### config.mk
export PLATFORM = sky130hd
export DESIGN_NAME = power_down_mode_control
export DESIGN_NICKNAME = d
export VERILOG_FILES = /design/src/include/pdm_pkg.sv /design/src/include/doze_if.sv /design/src/core/power_down_mode_control.sv /design/src/core/doze_pacer.sv
export VERILOG_INCLUDE_DIRS = /design/src /design/src/include
export SDC_FILE = /design/constraint.sdc
export NUM_CORES = 1
export LEC_CHECK = 0
export ABC_AREA = 1
export BUFFER_PORTS_ARGS = -buffer_cell sky130_fd_sc_hd__buf_2
export CELL_PAD_IN_SITES_DETAIL_PLACEMENT = 1
export CELL_PAD_IN_SITES_GLOBAL_PLACEMENT = 1
export CORE_ASPECT_RATIO = 0.75
export CORE_MARGIN = 3
export CORE_UTILIZATION = 31
export DETAILED_ROUTE_END_ITERATION = 6
export PLACE_DENSITY = 0.76
export SKIP_LAST_GASP = 1
export SYNTH_ARGS = -nofsm -noshare
export SYNTH_HDL_FRONTEND = slang
export SYNTH_SLANG_ARGS = --single-unit
### constraint.sdc
create_clock -name clk_in -period 2 [get_ports clk_in]
set_input_delay 0.2 -clock clk_in [delete_from_list [all_inputs] [get_ports clk_in]]
set_output_delay 0.2 -clock clk_in [all_outputs]
set_load 0.05 [all_outputs]
### src/include/pdm_map.svh
// Register offsets, field positions, reset values and timing counts
`ifndef PDM_MAP_SVH
`define PDM_MAP_SVH
`define VREG_OFF 6'h00
`define DOZE_OFF 6'h01
`define STAT_OFF 6'h02
`define VREG_LP_BIT 1
`define VREG_ONE_BIT 0
`define DOZE_IDLE_BIT 7
`define DOZE_EN_BIT 6
`define DOZE_ROI_BIT 5
`define DOZE_DOE_BIT 4
`define STAT_EXP_BIT 4
`define STAT_PD_BIT 3
`define EXPF_RST 1'b1
`define PDF_RST 1'b1
`define CLK_PERIOD_NS 10
`define REG_SETTLE_NS 2000
`define REG_SETTLE_CYC ((`REG_SETTLE_NS + `CLK_PERIOD_NS - 1) / `CLK_PERIOD_NS)
`endif

### src/include/pdm_pkg.sv
// Types shared by the power-down mode controller
package pdm_pkg;
  typedef enum logic [3:0] {
    ST_RUN    = 4'b0001,
    ST_SLEEP  = 4'b0010,
    ST_IDLE   = 4'b0100,
    ST_SETTLE = 4'b1000
  } mode_type;
  typedef struct packed {
    mode_type   st;
    logic       vlp;
    logic       idle_sel;
    logic       doze_enable_bit;
    logic       recover_on_irq;
    logic       doe;
    logic [2:0] ratio;
    logic       expf;
    logic       pdf;
    logic       vec_pend;
    logic [7:0] settle;
    logic       ack;
    logic [7:0] dat;
    logic       wclr;
    logic       vreq;
    logic       wrst;
  } ctl_state_type;
endpackage

### src/include/doze_if.sv
// Link between the mode controller and the instruction-cycle pacer
`timescale 1ns/1ns
interface doze_if;
  logic       enable;
  logic [2:0] ratio;
  logic       halted;
  logic       step;
  modport ctl   (output enable, output ratio, output halted, input step);
  modport pacer (input enable, input ratio, input halted, output step);
endinterface // doze_if

### src/core/power_down_mode_control.sv
// Power-down mode controller: Sleep, Idle, Doze and wake-up handling
//
// Design decisions made here: the register addresses and the Wishbone interface to the registers.
`timescale 1ns/1ns
`include "pdm_map.svh"

// Summary of operation
// Race applies with global enable clear, source pending
// Pending before halt: halt is a no-op
// Halt completes, wakes, clears watchdog, flags updated
// Global enable set: one instruction, then vector
// Regulator low-power in Sleep when selected
// Regulator register bit zero reads one
// Idle select chooses Idle over Sleep
// Idle halts CPU, system-clock peripherals keep running
// Internal and secondary oscillator peripherals always run
// Clock output keeps toggling in Idle
// Any interrupt ends Idle, idle select kept
// Recover-on-interrupt restores full speed from Idle
// Watchdog expiry in Idle wakes, no reset
// Doze enable bit slows CPU, hardware may change
// Doze runs one cycle in 2^(code+1)
// Service entry copies doze bit, recover clears it
// Service return restores doze bit from copy
// Low-power wake waits regulator settle delay
module power_down_mode_control (
  input  wire logic        clk_in,
  input  wire logic        rst_in,
  input  wire logic        wb_cyc_in,
  input  wire logic        wb_stb_in,
  input  wire logic        wb_we_in,
  input  wire logic [7:0]  wb_adr_in,
  input  wire logic [3:0]  wb_sel_in,
  input  wire logic [31:0] wb_dat_in,
  output logic [31:0]      wb_dat_out,
  output logic             wb_ack_out,
  input  wire logic        halt_exec_in,
  input  wire logic        irq_pending_in,
  input  wire logic        global_irq_enable_in,
  input  wire logic        isr_entry_in,
  input  wire logic        isr_return_in,
  input  wire logic        wdt_expiry_in,
  input  wire logic        clock_output_pin_cfg_in,
  output logic             cpu_step_out,
  output logic             vector_req_out,
  output logic             wdt_clear_out,
  output logic             wdt_reset_out,
  output logic             regulator_low_power_out,
  output logic             sysclk_periph_run_out,
  output logic             intosc_periph_run_out,
  output logic             clock_output_run_out,
  output pdm_pkg::mode_type mode_out
);
  import pdm_pkg::*;

  ctl_state_type s_r;
  ctl_state_type s_nxt;
  doze_if        dz ();
  logic          req;
  logic          wr_en;
  logic          race_nop;
  logic          wr_doze;

  // Register hit on word index
  function automatic logic reg_hit(input logic [7:0] adr, input logic [5:0] idx);
    reg_hit = (adr[7:2] == idx);
  endfunction

  doze_pacer pacer (
    .clk_in (clk_in),
    .rst_in (rst_in),
    .dz     (dz)
  );

  // Pacer steering
  assign dz.enable = s_r.doze_enable_bit;
  assign dz.ratio  = s_r.ratio;
  assign dz.halted = (s_r.st != ST_RUN);

  // Bus qualifiers: write lands on the edge that sees ack
  assign req      = wb_cyc_in && wb_stb_in;
  assign wr_en    = req && wb_we_in && s_r.ack && wb_sel_in[0];
  assign wr_doze  = wr_en && reg_hit(wb_adr_in, `DOZE_OFF);
  assign race_nop = irq_pending_in && !global_irq_enable_in;

  // Next-state logic for bus, registers and power mode
  always_comb begin
    s_nxt      = s_r;
    s_nxt.ack  = req && !s_r.ack;
    s_nxt.wclr = 1'b0;
    s_nxt.vreq = 1'b0;
    s_nxt.wrst = 1'b0;
    // Read data captured in the request cycle
    if (req && !s_r.ack) begin
      s_nxt.dat = 8'h00;
      if (reg_hit(wb_adr_in, `VREG_OFF)) begin
        s_nxt.dat[`VREG_LP_BIT]  = s_r.vlp;
        s_nxt.dat[`VREG_ONE_BIT] = 1'b1;
      end else if (reg_hit(wb_adr_in, `DOZE_OFF)) begin
        s_nxt.dat = {s_r.idle_sel, s_r.doze_enable_bit, s_r.recover_on_irq, s_r.doe, 1'b0, s_r.ratio};
      end else if (reg_hit(wb_adr_in, `STAT_OFF)) begin
        s_nxt.dat[`STAT_EXP_BIT] = s_r.expf;
        s_nxt.dat[`STAT_PD_BIT]  = s_r.pdf;
      end
    end
    // Software writes; hardware updates below win
    if (wr_en && reg_hit(wb_adr_in, `VREG_OFF)) begin
      s_nxt.vlp = wb_dat_in[`VREG_LP_BIT];
    end
    if (wr_doze) begin
      s_nxt.idle_sel = wb_dat_in[`DOZE_IDLE_BIT];
      s_nxt.doze_enable_bit    = wb_dat_in[`DOZE_EN_BIT];
      s_nxt.recover_on_irq      = wb_dat_in[`DOZE_ROI_BIT];
      s_nxt.doe      = wb_dat_in[`DOZE_DOE_BIT];
      s_nxt.ratio    = wb_dat_in[2:0];
    end
    // Service entry and return
    if (isr_entry_in) begin
      s_nxt.doe = s_r.doze_enable_bit;
      if (s_r.recover_on_irq) begin
        s_nxt.doze_enable_bit = 1'b0;
      end
    end else if (isr_return_in) begin
      s_nxt.doze_enable_bit = s_r.doe;
    end
    // Power mode sequence
    unique case (s_r.st)
      ST_RUN: begin
        if (wdt_expiry_in) begin
          s_nxt.wrst = 1'b1;
        end
        if (s_r.vec_pend && dz.step) begin
          s_nxt.vreq     = 1'b1;
          s_nxt.vec_pend = 1'b0;
        end
        if (halt_exec_in && !race_nop) begin
          s_nxt.wclr = 1'b1;
          s_nxt.expf = 1'b1;
          s_nxt.pdf  = 1'b0;
          s_nxt.st   = s_r.idle_sel ? ST_IDLE : ST_SLEEP;
        end
      end
      ST_SLEEP: begin
        if (irq_pending_in || wdt_expiry_in) begin
          s_nxt.wclr     = 1'b1;
          s_nxt.vec_pend = irq_pending_in && global_irq_enable_in;
          if (!irq_pending_in) begin
            s_nxt.expf = 1'b0;
          end
          s_nxt.settle = 8'(`REG_SETTLE_CYC);
          s_nxt.st     = s_r.vlp ? ST_SETTLE : ST_RUN;
        end
      end
      ST_IDLE: begin
        if (irq_pending_in) begin
          s_nxt.vec_pend = global_irq_enable_in;
          s_nxt.st       = ST_RUN;
          if (s_r.recover_on_irq && s_r.doze_enable_bit) begin
            s_nxt.doze_enable_bit = 1'b0;
          end
        end else if (wdt_expiry_in) begin
          s_nxt.expf = 1'b0;
          s_nxt.st   = ST_RUN;
        end
      end
      ST_SETTLE: begin
        if (s_r.settle <= 8'h01) begin
          s_nxt.st = ST_RUN;
        end
        s_nxt.settle = s_r.settle - 8'h01;
      end
    endcase
  end

  always_ff @(posedge clk_in) begin
    if (rst_in) begin
      s_r      <= '0;
      s_r.st   <= ST_RUN;
      s_r.expf <= `EXPF_RST;
      s_r.pdf  <= `PDF_RST;
    end else begin
      s_r <= s_nxt;
    end
  end

  // Outputs
  assign wb_ack_out              = s_r.ack;
  assign wb_dat_out              = {24'h000000, s_r.dat};
  assign cpu_step_out            = dz.step;
  assign vector_req_out          = s_r.vreq;
  assign wdt_clear_out           = s_r.wclr;
  assign wdt_reset_out           = s_r.wrst;
  assign regulator_low_power_out = s_r.vlp && (s_r.st == ST_SLEEP);
  assign sysclk_periph_run_out   = (s_r.st != ST_SLEEP);
  assign intosc_periph_run_out   = 1'b1;
  assign clock_output_run_out    = clock_output_pin_cfg_in && (s_r.st != ST_SLEEP);
  assign mode_out                = s_r.st;
endmodule // power_down_mode_control

### src/core/doze_pacer.sv
// Instruction-cycle pacer: one CPU cycle out of every 2^(ratio+1) in Doze
`timescale 1ns/1ns
module doze_pacer (
  input  wire logic clk_in,
  input  wire logic rst_in,
  doze_if.pacer     dz
);
  typedef struct packed {
    logic [7:0] cnt;
  } pace_state_type;

  pace_state_type s_r;
  pace_state_type s_nxt;
  logic [7:0]     last;

  // Terminal count is 2^(ratio+1) minus one
  assign last = 8'(({1'b0, 8'hFF} >> (3'h7 - dz.ratio)) & 9'h0FF);

  // Count slots while dozing, restart otherwise
  always_comb begin
    s_nxt = s_r;
    if (!dz.enable || dz.halted || s_r.cnt >= last) begin
      s_nxt.cnt = 8'h00;
    end else begin
      s_nxt.cnt = s_r.cnt + 8'h01;
    end
  end

  always_ff @(posedge clk_in) begin
    if (rst_in) begin
      s_r <= '0;
    end else begin
      s_r <= s_nxt;
    end
  end

  // No step while halted; full speed unless dozing, then only slot zero runs
  assign dz.step = !dz.halted && (!dz.enable || s_r.cnt == 8'h00);
endmodule // doze_pacer

## Word-level counts from Yosys, hierarchy flattened

Index checks and enable logic that the tools add are counted.

| storage, ports and cells | value |
|---|---|
| register bits | 43 |
| bits of input ports | 56 |
| output and inout port bits | 45 |
| logic and storage cells | 115 |

| operators by class | value |
|---|---|
| $add $sub $neg | 3 |
| magnitude comparators | 2 |
| equality and inequality tests | 17 |
| shift operators | 1 |
| mux-type cells | 38 |
| bitwise gates (word level) | 1 |
| reductions and logical operators | 36 |

Operator list:

| operator | count |
|---|---|
| 2-to-1 mux 4 bit | 6 |
| 2-to-1 mux 1 bit | 17 |
| inequality test 2 bit (second input constant) | 8 |
| case mux 4 bit (4 select lines) | 1 |
| case mux 8 bit (2 select lines) | 1 |
| logical AND 1 bit | 15 |
| 2-to-1 mux 6 bit | 2 |
| 2-to-1 mux 3 bit | 3 |
| 2-to-1 mux 9 bit | 1 |
| adder 8 x 1 -> 8 bit (second input constant) | 1 |
| >= comparator 8 bit | 1 |
| less-or-equal comparator 8 x 1 -> 1 bit (second input constant) | 1 |
| logical NOT 8 bit | 1 |
| 2-to-1 mux 2 bit | 4 |
| AND reduction 4 bit | 2 |
| right shift 8 x 3 -> 8 bit (first input constant) | 1 |
| subtractor 8 x 1 -> 8 bit (second input constant) | 1 |
| equality test 6 x 1 -> 1 bit (second input constant) | 1 |
| equality test 6 x 2 -> 1 bit (second input constant) | 1 |
| logical NOT 6 bit | 1 |
| case mux 1 bit (3 select lines) | 2 |
| AND reduction 6 bit | 1 |
| logical NOT 1 bit | 5 |
| equality test 4 x 1 -> 1 bit (second input constant) | 1 |
| 14 further kinds | 20 |

## Longest topological paths before layout

Gate-level depths: netlist of run 1.

| logic depth | value |
|---|---|
| depth in word-level cells | 11 |
| gate-level depth with buffers | 10 |

## By module

Synthesis of run 1 repeated with hierarchy kept, for this count alone.

| second synthesis, totals | value |
|---|---|
| cell total of the unflattened synthesis | 398 |
| area total of the unflattened synthesis | 2,687.6 µm² |

By module, submodules not included:

| module | instances | cells each | area each (µm²) | seq. area each (µm²) |
|---|---|---|---|---|
| power_down_mode_control | 1 | 306 | 2,089.5 | 700.7 |
| doze_pacer | 1 | 92 | 598.1 | 160.2 |

## Worst setup path after synthesis of run 1

No wires, ideal clock.

| timing path | value |
|---|---|
| kind | register -> register |
| start | reg s_r (netlist bit mode_out[1]) |
| end | reg s_r (netlist bit mode_out[3]) |
| data arrival time | 1,800 ps |
| data required time | 1,930 ps |
| slack | 130 ps |
| cell stages (with the launch flop) | 7 |
| buffers on the path | 0 |
| path through | dfxtp_1 inv_1 nor2_2 nand2_2 nor2_1 inv_1 a21oi_1 |

| on the way | value |
|---|---|
| cells in the longest elaborated chain, start to end | 3 |
| elaborated cells on any way between the ends | 10 |
| those cells by class | eq/ne: 8; mux: 1; reduce/logical: 1 |

Ends and longest elaborated chain:

| what | RTL line | RTL |
|---|---|---|
| from (decl) | power_down_mode_control.sv:56 | `ctl_state_type s_r;` |
| from (signal assigned) | power_down_mode_control.sv:182 | `s_r <= s_nxt;` |
| equality test 4 x 3 -> 1 bit, or another cell as far along | power_down_mode_control.sv:127 | `unique case (s_r.st)` |
| inequality test 3 bit (no source line) / inequality test 2 bit (equally long branches) | n/a |  |
| AND reduction 4 bit (no source line) | n/a |  |

Parallel ways exist; a longest one is shown, timed or not.
A chain may end at the register's enable or synchronous reset.

## Worst setup path after layout of run 1

| timing path | value |
|---|---|
| start | reg pacer.s_r[0] (netlist bit) |
| end | out cpu_step_out |

| on the way | value |
|---|---|
| cells in the longest elaborated chain, start to end | 3 |

Ends and longest elaborated chain:

| what | RTL line | RTL |
|---|---|---|
| from (decl) | doze_pacer.sv:12 | `pace_state_type s_r;` |
| from (signal assigned) | doze_pacer.sv:33 | `s_r <= s_nxt;` |
| logical NOT 8 bit | doze_pacer.sv:38 | `assign dz.step = !dz.halted && (!dz.enable \|\| s_r.cnt == 8'h00);` |
| logical OR 1 bit | doze_pacer.sv:38 |  |
| logical AND 1 bit | doze_pacer.sv:38 |  |
| to (decl) | power_down_mode_control.sv:44 | `output logic cpu_step_out,` |

Every way passes these cells.

==> flow_metrics.py, run 1 <==
metrics = {
    "power_and_ir_drop": {
        "internal-power_mw": 1.28,
        "p_per_area_nw_per_um2": 746,
        "p_clk_share_pct": 27.1,
        "p_leak_nw": 1.31,
        "p_switching_uw": 784,
        "seqPwrFrac_pct": 45.8,
        "p_comb_share_pct": 27.1,
        "ir_drop_v": 0.000286,
        "switching_share_pct": 38.0,
    },
    "die": {
        "std_cell_rows": 27,
        "ios": 101,
        "die_x_um": 110,
        "coreArea_sq_um": 7600,
        "die-height_um": 84.1,
        "start_util_pct": 33.2,
        "dieArea_sq_um": 9260,
    },
    "final_layout": {
        "layout-drive-gt1-share_pct": 18.9,
        "fin_cells": 497,
        "syn2layout_area_growth_pct": 9.78,
        "seq_area_sq_um": 861,
        "multi_input_area_sq_um": 1270,
        "fin_nets": 462,
        "nFillCells": 1023,
        "antenna_cells": 0,
        "final_util_pct": 36.4,
    },
    "critical_path": {
        "crit_path_end_kind": "output port",
        "cp_num_buf_inv": 2,
        "worstSetupPathType": "reg2out",
        "cp_top_family": "flip-flops",
        "cp.required_ns": 1.80,
        "cp_num_cells": 7,
        "cp-start-kind": "register",
        "path_max_fanout": 6,
        "worstPathArrival_ns": 1.62,
        "crit_top_cell": "nor2_1",
        "path_cells": "inv_1, ha_1, nand2_1, nor2_1, nor2_1, nor2_1, buf_2",
        "slowest_stage": "dfxtp_1",
        "r2r_cells": 9,
        "max_stage_delay_ns": 0.46,
    },
    "clock_network": {
        "htreeDepth": 2,
        "cts_tree": "built",
        "postCtsSetupBuffers": 0,
        "clock_path_buffers": 2,
        "cts.sinks": 43,
        "numCtsBuffers": 5,
        "clk_latency_ns": 0.30,
        "cts-root-buf": "clkbuf_8",
        "clkTransAtPathRegs_ns": 0.08,
        "cts_resized": 0,
        "ctsHoldBuffers": 0,
    },
    "synth": {
        "synthDistinctLibCells": 34,
        "synthTopCellsByArea": "dfxtp_1 (34%), buf_4 (11%), nand2_1 (8.2%), nor2_1 (8.2%), inv_1 (6.7%)",
        "synth_seq_cells": 43,
        "syn_area_sq_um": 2520,
        "ys_seq_area_share_pct": 34.2,
        "synthFlopType": "dfxtp_1",
        "synth_cells": 359,
        "yosys_warnings": 0,
        "synthTopCellsByCount": "nand2_1 (55), nor2_1 (55), inv_1 (45)",
        "synth_edf_count": 0,
        "netlist.top_cell.by_area": "dfxtp_1",
        "syn_avg_cell_area_sq_um": 7.02,
        "synth_top_cell_area_share_pct": 34.2,
        "async_reset_ff_share_pct": 0,
    },
    "timing": {
        "rsz0062_at_grt": "no",
        "fin_ws_ns": 0.177,
        "hold_ws_ns": 0.127,
        "hold_viol_final": 0,
        "maxSlewViolCount": 0,
        "fin_tns_setup_ns": 0,
        "setup_viol": 0,
        "clock.fmax_mhz": 548,
        "fin_worst_skew_ns": 0.00615,
        "layout_min_cycle_time_ns": 1.82,
        "finalCritPeriodShare_pct": 91.2,
    },
    "detailed_routing": {
        "met3_length_um": 392,
        "vias": 2244,
        "viasPerCell": 4.52,
        "wl_met2_um": 2680,
        "wl_met1_um": 3230,
        "top_layer": "met4",
        "drc": 0,
        "drtIter0Drc": 90,
        "dr.pass1.iters": 4,
        "antenna_left": 0,
        "wl_um": 6440,
        "post_drt_wl_per_cell_um": 13.0,
    },
    "global_route": {
        "grt_first_pass_wirelength_um": 10400,
        "overflow": 0,
        "grt_max_degree": 18,
        "antenna_found_initial": 0,
        "grtUsageTotal_pct": 14.3,
        "grt_pass1_vias": 2152,
    },
    "placed_design": {
        "dp_cells": 489,
        "dp_slack_ns": 0.345,
        "port_buffers": 45,
        "hpwlAfterDp_um": 5050,
        "gp_congestion": 0.795,
    },
    "hold_path": {
        "hold_depth": 3,
        "hold_class": "in2reg",
    },
    "flow_run": {
        "max-cap-violations": 0,
    },
    "run_status": {
        "status": "complete, no violations",
    },
}
## path summary, 6_finish.rpt
| path | startpoint | endpoint | slack (ns) |
|---|---|---|---|
| worst max register to register | dz.ratio[1] | pacer.s_r[3] | 0.35 |
| worst max-delay path | pacer.s_r[0] | cpu_step_out | 0.18 |
| worst min-delay path | wb_dat_in[0] | dz.ratio[0] | 0.13 |
| worst min register to register | s_r[21] | s_r[21] | 0.46 |
## kinds of logic (layout without fill, tap and decap cells)
| logic type | after synthesis | in the layout | share of synthesized area, % |
|---|---|---|---|
| other | 2 | 25 | 0.298 |
| XOR/XNOR | 6 | 6 | 2.09 |
| adder cells (fa/ha/maj) | 11 | 11 | 5.46 |
| buffers and inverters | 89 | 103 | 18.8 |
| flip-flops | 43 | 43 | 34.2 |
| AO/OA/AOI/OAI | 53 | 53 | 11.8 |
| AND/OR/NAND/NOR | 155 | 155 | 27.4 |
## stage by stage
| stage | total power [mW] | instance area [sq um] |
|---|---|---|
| 6_report | 2.06 | 2770 |
| 5_1_grt | 2.19 | 2770 |
| 4_1_cts | 2.09 | 2770 |
| 3_5_place_dp | 1.52 | 2680 |
| 3_3_place_gp | 1.51 | 2680 |
| 2_1_floorplan | 1.45 | 2610 |
## tightest hold or removal path: stages
cell	delay (ns)
buf_2	0.08
nor2_1	0.03
nor2_1	0.08
## power groups by stage
stage | Combinational [mW] | Clock, mW | Sequential [mW]
after CTS | 0.561 | 0.582 | 0.946
after global placement | 0.545 | 0 | 0.962
after floorplan | 0.470 | 0 | 0.977
final | 0.559 | 0.558 | 0.945
after detailed placement | 0.557 | 0 | 0.965
after global routing | 0.613 | 0.621 | 0.952
## metal layers
| layer | up-vias | global-route usage [%] |
|---|---|---|
| li1 | 1152 | - |
| met1 | 1015 | 20.1 |
| met2 | 65 | 21.0 |
| met3 | 12 | 2.94 |
| met4 | 0 | 5.93 |
| met5 | - | 0 |
## flip-flops by register name (all words and copies together) (netlist names)
| name | flops |
|---|---|
| wdt_reset_out | 1 |
| dz.ratio | 3 |
| wdt_clear_out | 1 |
| wb_ack_out | 1 |
| s_r | 15 |
| mode_out | 4 |
| wb_dat_out | 8 |
| vector_req_out | 1 |
| pacer.s_r | 8 |
| dz.enable | 1 |
## cells in the final DEF, fill, tap and decap left out, types with 5 or more instances in the layout
cell and n:
nor2_1 55, nor2_2 7, nor3_1 6, dfxtp_1 43
clkbuf_8 5, buf_2 45, ha_1 11, nand2_2 5
inv_1 45, a21oi_1 20, nand3_1 15, nand2_1 55
o21ai_0 21, conb_1 25, nand4_1 5
## layout make-up
class	count	area share [%]
multi-input combinational	250	46.0
sequential	43	31.1
timing repair buffer	48	8.96
inverter	47	6.38
tap	101	4.57
clock buffer	5	2.49
clock inverter	3	0.543
Note: power is estimated with default switching activity, not from simulation.
==> run 2: changes to the inputs <==
--- a/config.mk
+++ b/config.mk
@@ -10,8 +10,7 @@
 export BUFFER_PORTS_ARGS = -buffer_cell sky130_fd_sc_hd__buf_2
 export CELL_PAD_IN_SITES_DETAIL_PLACEMENT = 1
 export CELL_PAD_IN_SITES_GLOBAL_PLACEMENT = 1
-export CORE_ASPECT_RATIO = 0.75
-export CORE_MARGIN = 3
+export CORE_ASPECT_RATIO = 2
 export CORE_UTILIZATION = 31
 export DETAILED_ROUTE_END_ITERATION = 6
 export PLACE_DENSITY = 0.76
==> flow_metrics.py, run 2 (synthesis gave the netlist of run 1 again) <==
metrics = {
    "detailed_routing": {
        "dr.pass1.iters": 4,
        "viasPerCell": 4.60,
        "antenna_left": 0,
        "drtIter0Drc": 56,
        "drc": 0,
        "vias": 2260,
        "post_drt_wl_per_cell_um": 13.3,
        "wl_um": 6550,
    },
    "final_layout": {
        "fin_nets": 461,
        "antenna_cells": 0,
        "layout-drive-gt1-share_pct": 18.5,
        "syn2layout_area_growth_pct": 13.4,
        "largest_register_ffs": 15,
        "layout_common_cells": "nor2_1 (55), nand2_1 (55), inv_1 (45), buf_2 (45), dfxtp_1 (43)",
        "top_register": "s_r",
        "fin_cells": 491,
        "nFillCells": 1010,
    },
    "hold_path": {
        "hold_class": "in2reg",
        "hold_depth": 3,
    },
    "timing": {
        "rsz0062_at_grt": "no",
        "hold_viol_final": 0,
        "hold_ws_ns": 0.138,
        "layout_min_cycle_time_ns": 1.79,
        "clock.fmax_mhz": 559,
        "fin_worst_skew_ns": 0.00503,
        "finalCritPeriodShare_pct": 89.4,
        "setup_viol": 0,
        "fin_tns_setup_ns": 0,
        "maxSlewViolCount": 0,
    },
    "power_and_ir_drop": {
        "p_per_area_nw_per_um2": 895,
        "p_leak_nw": 1.35,
        "ir_drop_v": 0.000542,
    },
    "die": {
        "die_x_um": 65.8,
        "coreArea_sq_um": 7890,
        "start_util_pct": 32.0,
        "dieArea_sq_um": 8510,
        "std_cell_rows": 46,
        "die-height_um": 130,
        "ios": 101,
    },
    "global_route": {
        "grt_max_degree": 19,
        "grtUsageTotal_pct": 16.8,
        "grt_pass1_vias": 2410,
        "overflow": 0,
        "grt_first_pass_wirelength_um": 10900,
        "antenna_found_initial": 0,
    },
    "clock_network": {
        "htreeDepth": 2,
        "postCtsSetupBuffers": 0,
        "cts.sinks": 43,
        "clkTransAtPathRegs_ns": 0.06,
        "numCtsBuffers": 5,
        "clock_path_buffers": 2,
        "ctsHoldBuffers": 0,
        "cts-root-buf": "clkbuf_16",
        "clk_latency_ns": 0.29,
        "cts_tree": "built",
        "cts_resized": 0,
    },
    "flow_run": {
        "max-cap-violations": 0,
    },
    "critical_path": {
        "cp.required_ns": 1.80,
        "cp-start-kind": "register",
        "path_max_fanout": 6,
        "worstPathArrival_ns": 1.59,
        "r2r_cells": 9,
        "worstSetupPathType": "reg2out",
        "crit_path_end_kind": "output port",
    },
    "run_status": {
        "status": "complete, no violations",
    },
    "placed_design": {
        "hpwlAfterDp_um": 5260,
        "gp_congestion": 0.868,
        "port_buffers": 45,
        "dp_cells": 483,
    },
}
## run 2: cell types whose count changed in the layout (fill, tap and decap cells not counted)
cell	previous run	this run
clkbuf_16	0	5
clkbuf_8	5	0
clkinv_2	3	0
bufinv_16	0	2
buf_4	3	2
clkbuf_1	0	1
## run 2: critical path, cell delays in order, from the launching register on
cell and delay, ns:
dfxtp_1 0.42, inv_1 0.07, ha_1 0.20, nand2_1 0.08
nor2_1 0.05, nor2_1 0.21, nor2_1 0.06, buf_2 0.21
## run 2: path summary, 6_finish.rpt
kind | start | to | slack [ns]
worst max-delay path | pacer.s_r[0] | cpu_step_out | 0.21
worst min-delay path | wb_dat_in[0] | dz.ratio[0] | 0.14
worst max register to register | dz.ratio[2] | pacer.s_r[4] | 0.30
worst min register to register | s_r[21] | s_r[21] | 0.45
## run 2: final cells by class
type | count | area, sq um | area share, %
tap | 96 | 120 | 4.20
timing repair buffer | 47 | 240 | 8.41
clock inverter | 2 | 60.1 | 2.10
clock buffer | 6 | 129 | 4.51
multi-input combinational | 250 | 1270 | 44.5
sequential | 43 | 861 | 30.1
inverter | 47 | 176 | 6.17
## run 2: routing by layer
layer  global-route usage [%]  wire length, um  vias up
met4                     9.08              218        0
met3                     2.64              198       14
met1                     15.3             2260     1050
met2                     33.4             3870       49
met5                        0                0        -
li1                         -                -     1147
## run 2: power breakdown
group          leakage (nW)  switching [mW]  internal, mW
sequential            0.349          0.0401         0.905
combinational         0.910           0.419         0.133
clock                0.0911           0.343         0.716
## run 2: stage by stage
step | setup slack, ns | util (%) | total power, mW | instance area (sq um)
2_1_floorplan | 0.130 | - | 1.45 | 2610
3_3_place_gp | 0.330 | 33.8 | 1.50 | 2670
3_5_place_dp | 0.294 | 33.8 | 1.52 | 2670
4_1_cts | 0.153 | 36.2 | 2.59 | 2860
5_1_grt | 0.0458 | 36.2 | 2.69 | 2860
6_report | 0.212 | 36.2 | 2.56 | 2860
==> run 3: changes to the inputs <==
--- a/config.mk
+++ b/config.mk
@@ -11,9 +11,9 @@
 export CELL_PAD_IN_SITES_DETAIL_PLACEMENT = 1
 export CELL_PAD_IN_SITES_GLOBAL_PLACEMENT = 1
 export CORE_ASPECT_RATIO = 2
-export CORE_UTILIZATION = 31
+export CORE_UTILIZATION = 33
 export DETAILED_ROUTE_END_ITERATION = 6
-export PLACE_DENSITY = 0.76
+export PLACE_DENSITY = 0.8
 export SKIP_LAST_GASP = 1
 export SYNTH_ARGS = -nofsm -noshare
 export SYNTH_HDL_FRONTEND = slang
==> flow_metrics.py, run 3 (synthesis gave the netlist of run 1 again) <==
metrics = {
    "run_status": {
        "status": "complete, no violations",
    },
    "critical_path": {
        "slowest_stage": "dfxtp_1",
        "worstSetupPathType": "reg2out",
        "crit_path_end_kind": "output port",
        "path_max_fanout": 8,
        "path_cells": "inv_1, nor2_2, nand2_2, nor2_1, buf_2",
        "max_stage_delay_ns": 0.44,
        "cp.required_ns": 1.80,
        "cp-start-kind": "register",
        "worstPathArrival_ns": 1.60,
    },
    "power_and_ir_drop": {
        "finalPower_mw": 2.30,
        "p_per_area_nw_per_um2": 819,
        "switching_share_pct": 34.7,
        "ir_drop_v": 0.000499,
        "p_leak_nw": 1.33,
        "p_clk_share_pct": 34.8,
        "p_switching_uw": 798,
        "p_comb_share_pct": 24.0,
        "internal-power_mw": 1.50,
        "seqPwrFrac_pct": 41.1,
    },
    "die": {
        "coreArea_sq_um": 7320,
        "dieArea_sq_um": 8010,
        "die-height_um": 126,
        "start_util_pct": 34.4,
        "die_x_um": 63.8,
        "ios": 101,
        "std_cell_rows": 44,
    },
    "detailed_routing": {
        "post_drt_wl_per_cell_um": 13.1,
        "drc": 0,
        "drtIter0Drc": 35,
        "vias": 2272,
        "dr.pass1.iters": 4,
        "wl_um": 6370,
        "antenna_left": 0,
        "viasPerCell": 4.67,
    },
    "clock_network": {
        "cts_resized": 0,
        "cts_tree": "built",
        "ctsHoldBuffers": 0,
        "clkTransAtPathRegs_ns": 0.06,
        "htreeDepth": 2,
        "cts.sinks": 43,
        "clock_path_buffers": 2,
        "clk_latency_ns": 0.29,
        "numCtsBuffers": 5,
        "postCtsSetupBuffers": 0,
        "cts-root-buf": "clkbuf_16",
    },
    "timing": {
        "setup_viol": 0,
        "hold_viol_final": 0,
        "fin_tns_setup_ns": 0,
        "maxSlewViolCount": 0,
        "layout_min_cycle_time_ns": 1.80,
        "finalCritPeriodShare_pct": 90.1,
        "clock.fmax_mhz": 555,
        "fin_worst_skew_ns": 0.00676,
        "rsz0062_at_grt": "no",
    },
    "global_route": {
        "grt_max_degree": 19,
        "grtUsageTotal_pct": 17.1,
        "antenna_found_initial": 0,
        "grt_first_pass_wirelength_um": 10700,
        "overflow": 0,
        "grt_pass1_vias": 2367,
    },
    "placed_design": {
        "port_buffers": 45,
        "placed_cell_area_sq_um": 2660,
        "gp_congestion": 0.844,
        "hpwlAfterDp_um": 5250,
    },
    "flow_run": {
        "max-cap-violations": 0,
    },
    "final_layout": {
        "final_util_pct": 38.3,
        "layout-drive-gt1-share_pct": 18.5,
        "top_register": "s_r",
        "syn2layout_area_growth_pct": 11.3,
        "design_area_sq_um": 2810,
        "fin_nets": 461,
        "antenna_cells": 0,
        "largest_register_ffs": 15,
        "layout_common_cells": "nor2_1 (55), nand2_1 (55), inv_1 (45), buf_2 (45), dfxtp_1 (43)",
    },
    "hold_path": {
        "hold_class": "in2reg",
    },
}
-- run 3: metal layers --
metal  share of wire (%)  vias up  GRT usage [%]
li1                    -     1144              -
met1                  34     1070           15.5
met2                  60       44           34.2
met3                 3.3       14           3.38
met4                 3.1        0           8.02
met5                   0        -              0
-- run 3: worst paths after layout --
path,startpoint,endpoint,slack (ns),cells after the start
worst max-delay path,mode_out[1],regulator_low_power_out,0.20,5
worst min-delay path,wb_dat_in[1],dz.ratio[1],0.17,3
worst max register to register,dz.ratio[1],pacer.s_r[1],0.32,9
worst min register to register,s_r[21],s_r[21],0.46,2
-- run 3: final cells by class --
class                           instances  area, sq um
Fill cell                             976         4520
Multi-Input combinational cell        250         1270
Sequential cell                        43          861
Timing Repair Buffer                   47          240
Inverter                               47          176
Clock buffer                            6          129
Tap cell                               92          115
Clock inverter                          2         12.5
-- run 3: power groups by stage --
| stage | Combinational, mW | Clock (mW) | Sequential (mW) |
|---|---|---|---|
| after floorplan | 0.470 | 0 | 0.977 |
| final | 0.553 | 0.801 | 0.945 |
| after global routing | 0.603 | 0.858 | 0.951 |
| after global placement | 0.543 | 0 | 0.962 |
| after detailed placement | 0.556 | 0 | 0.965 |
| after CTS | 0.558 | 0.823 | 0.946 |
-- run 3: stage by stage --
| stage | hold WS, ns | setup slack (ns) | instances |
|---|---|---|---|
| floorplan | 0.335 | 0.130 | 382 |
| global placement | 0.437 | 0.346 | 479 |
| detailed placement | 0.451 | 0.356 | 479 |
| CTS | 0.167 | 0.190 | 487 |
| global route | 0.192 | 0.0792 | 487 |
| finish | 0.168 | 0.199 | 487 |
-- run 3: critical path, delay by kind of cell, from the launching register on --
kind	cells	cell delay, ns
flops	1	0.44
simple gates	3	0.45
buf+inv	2	0.41
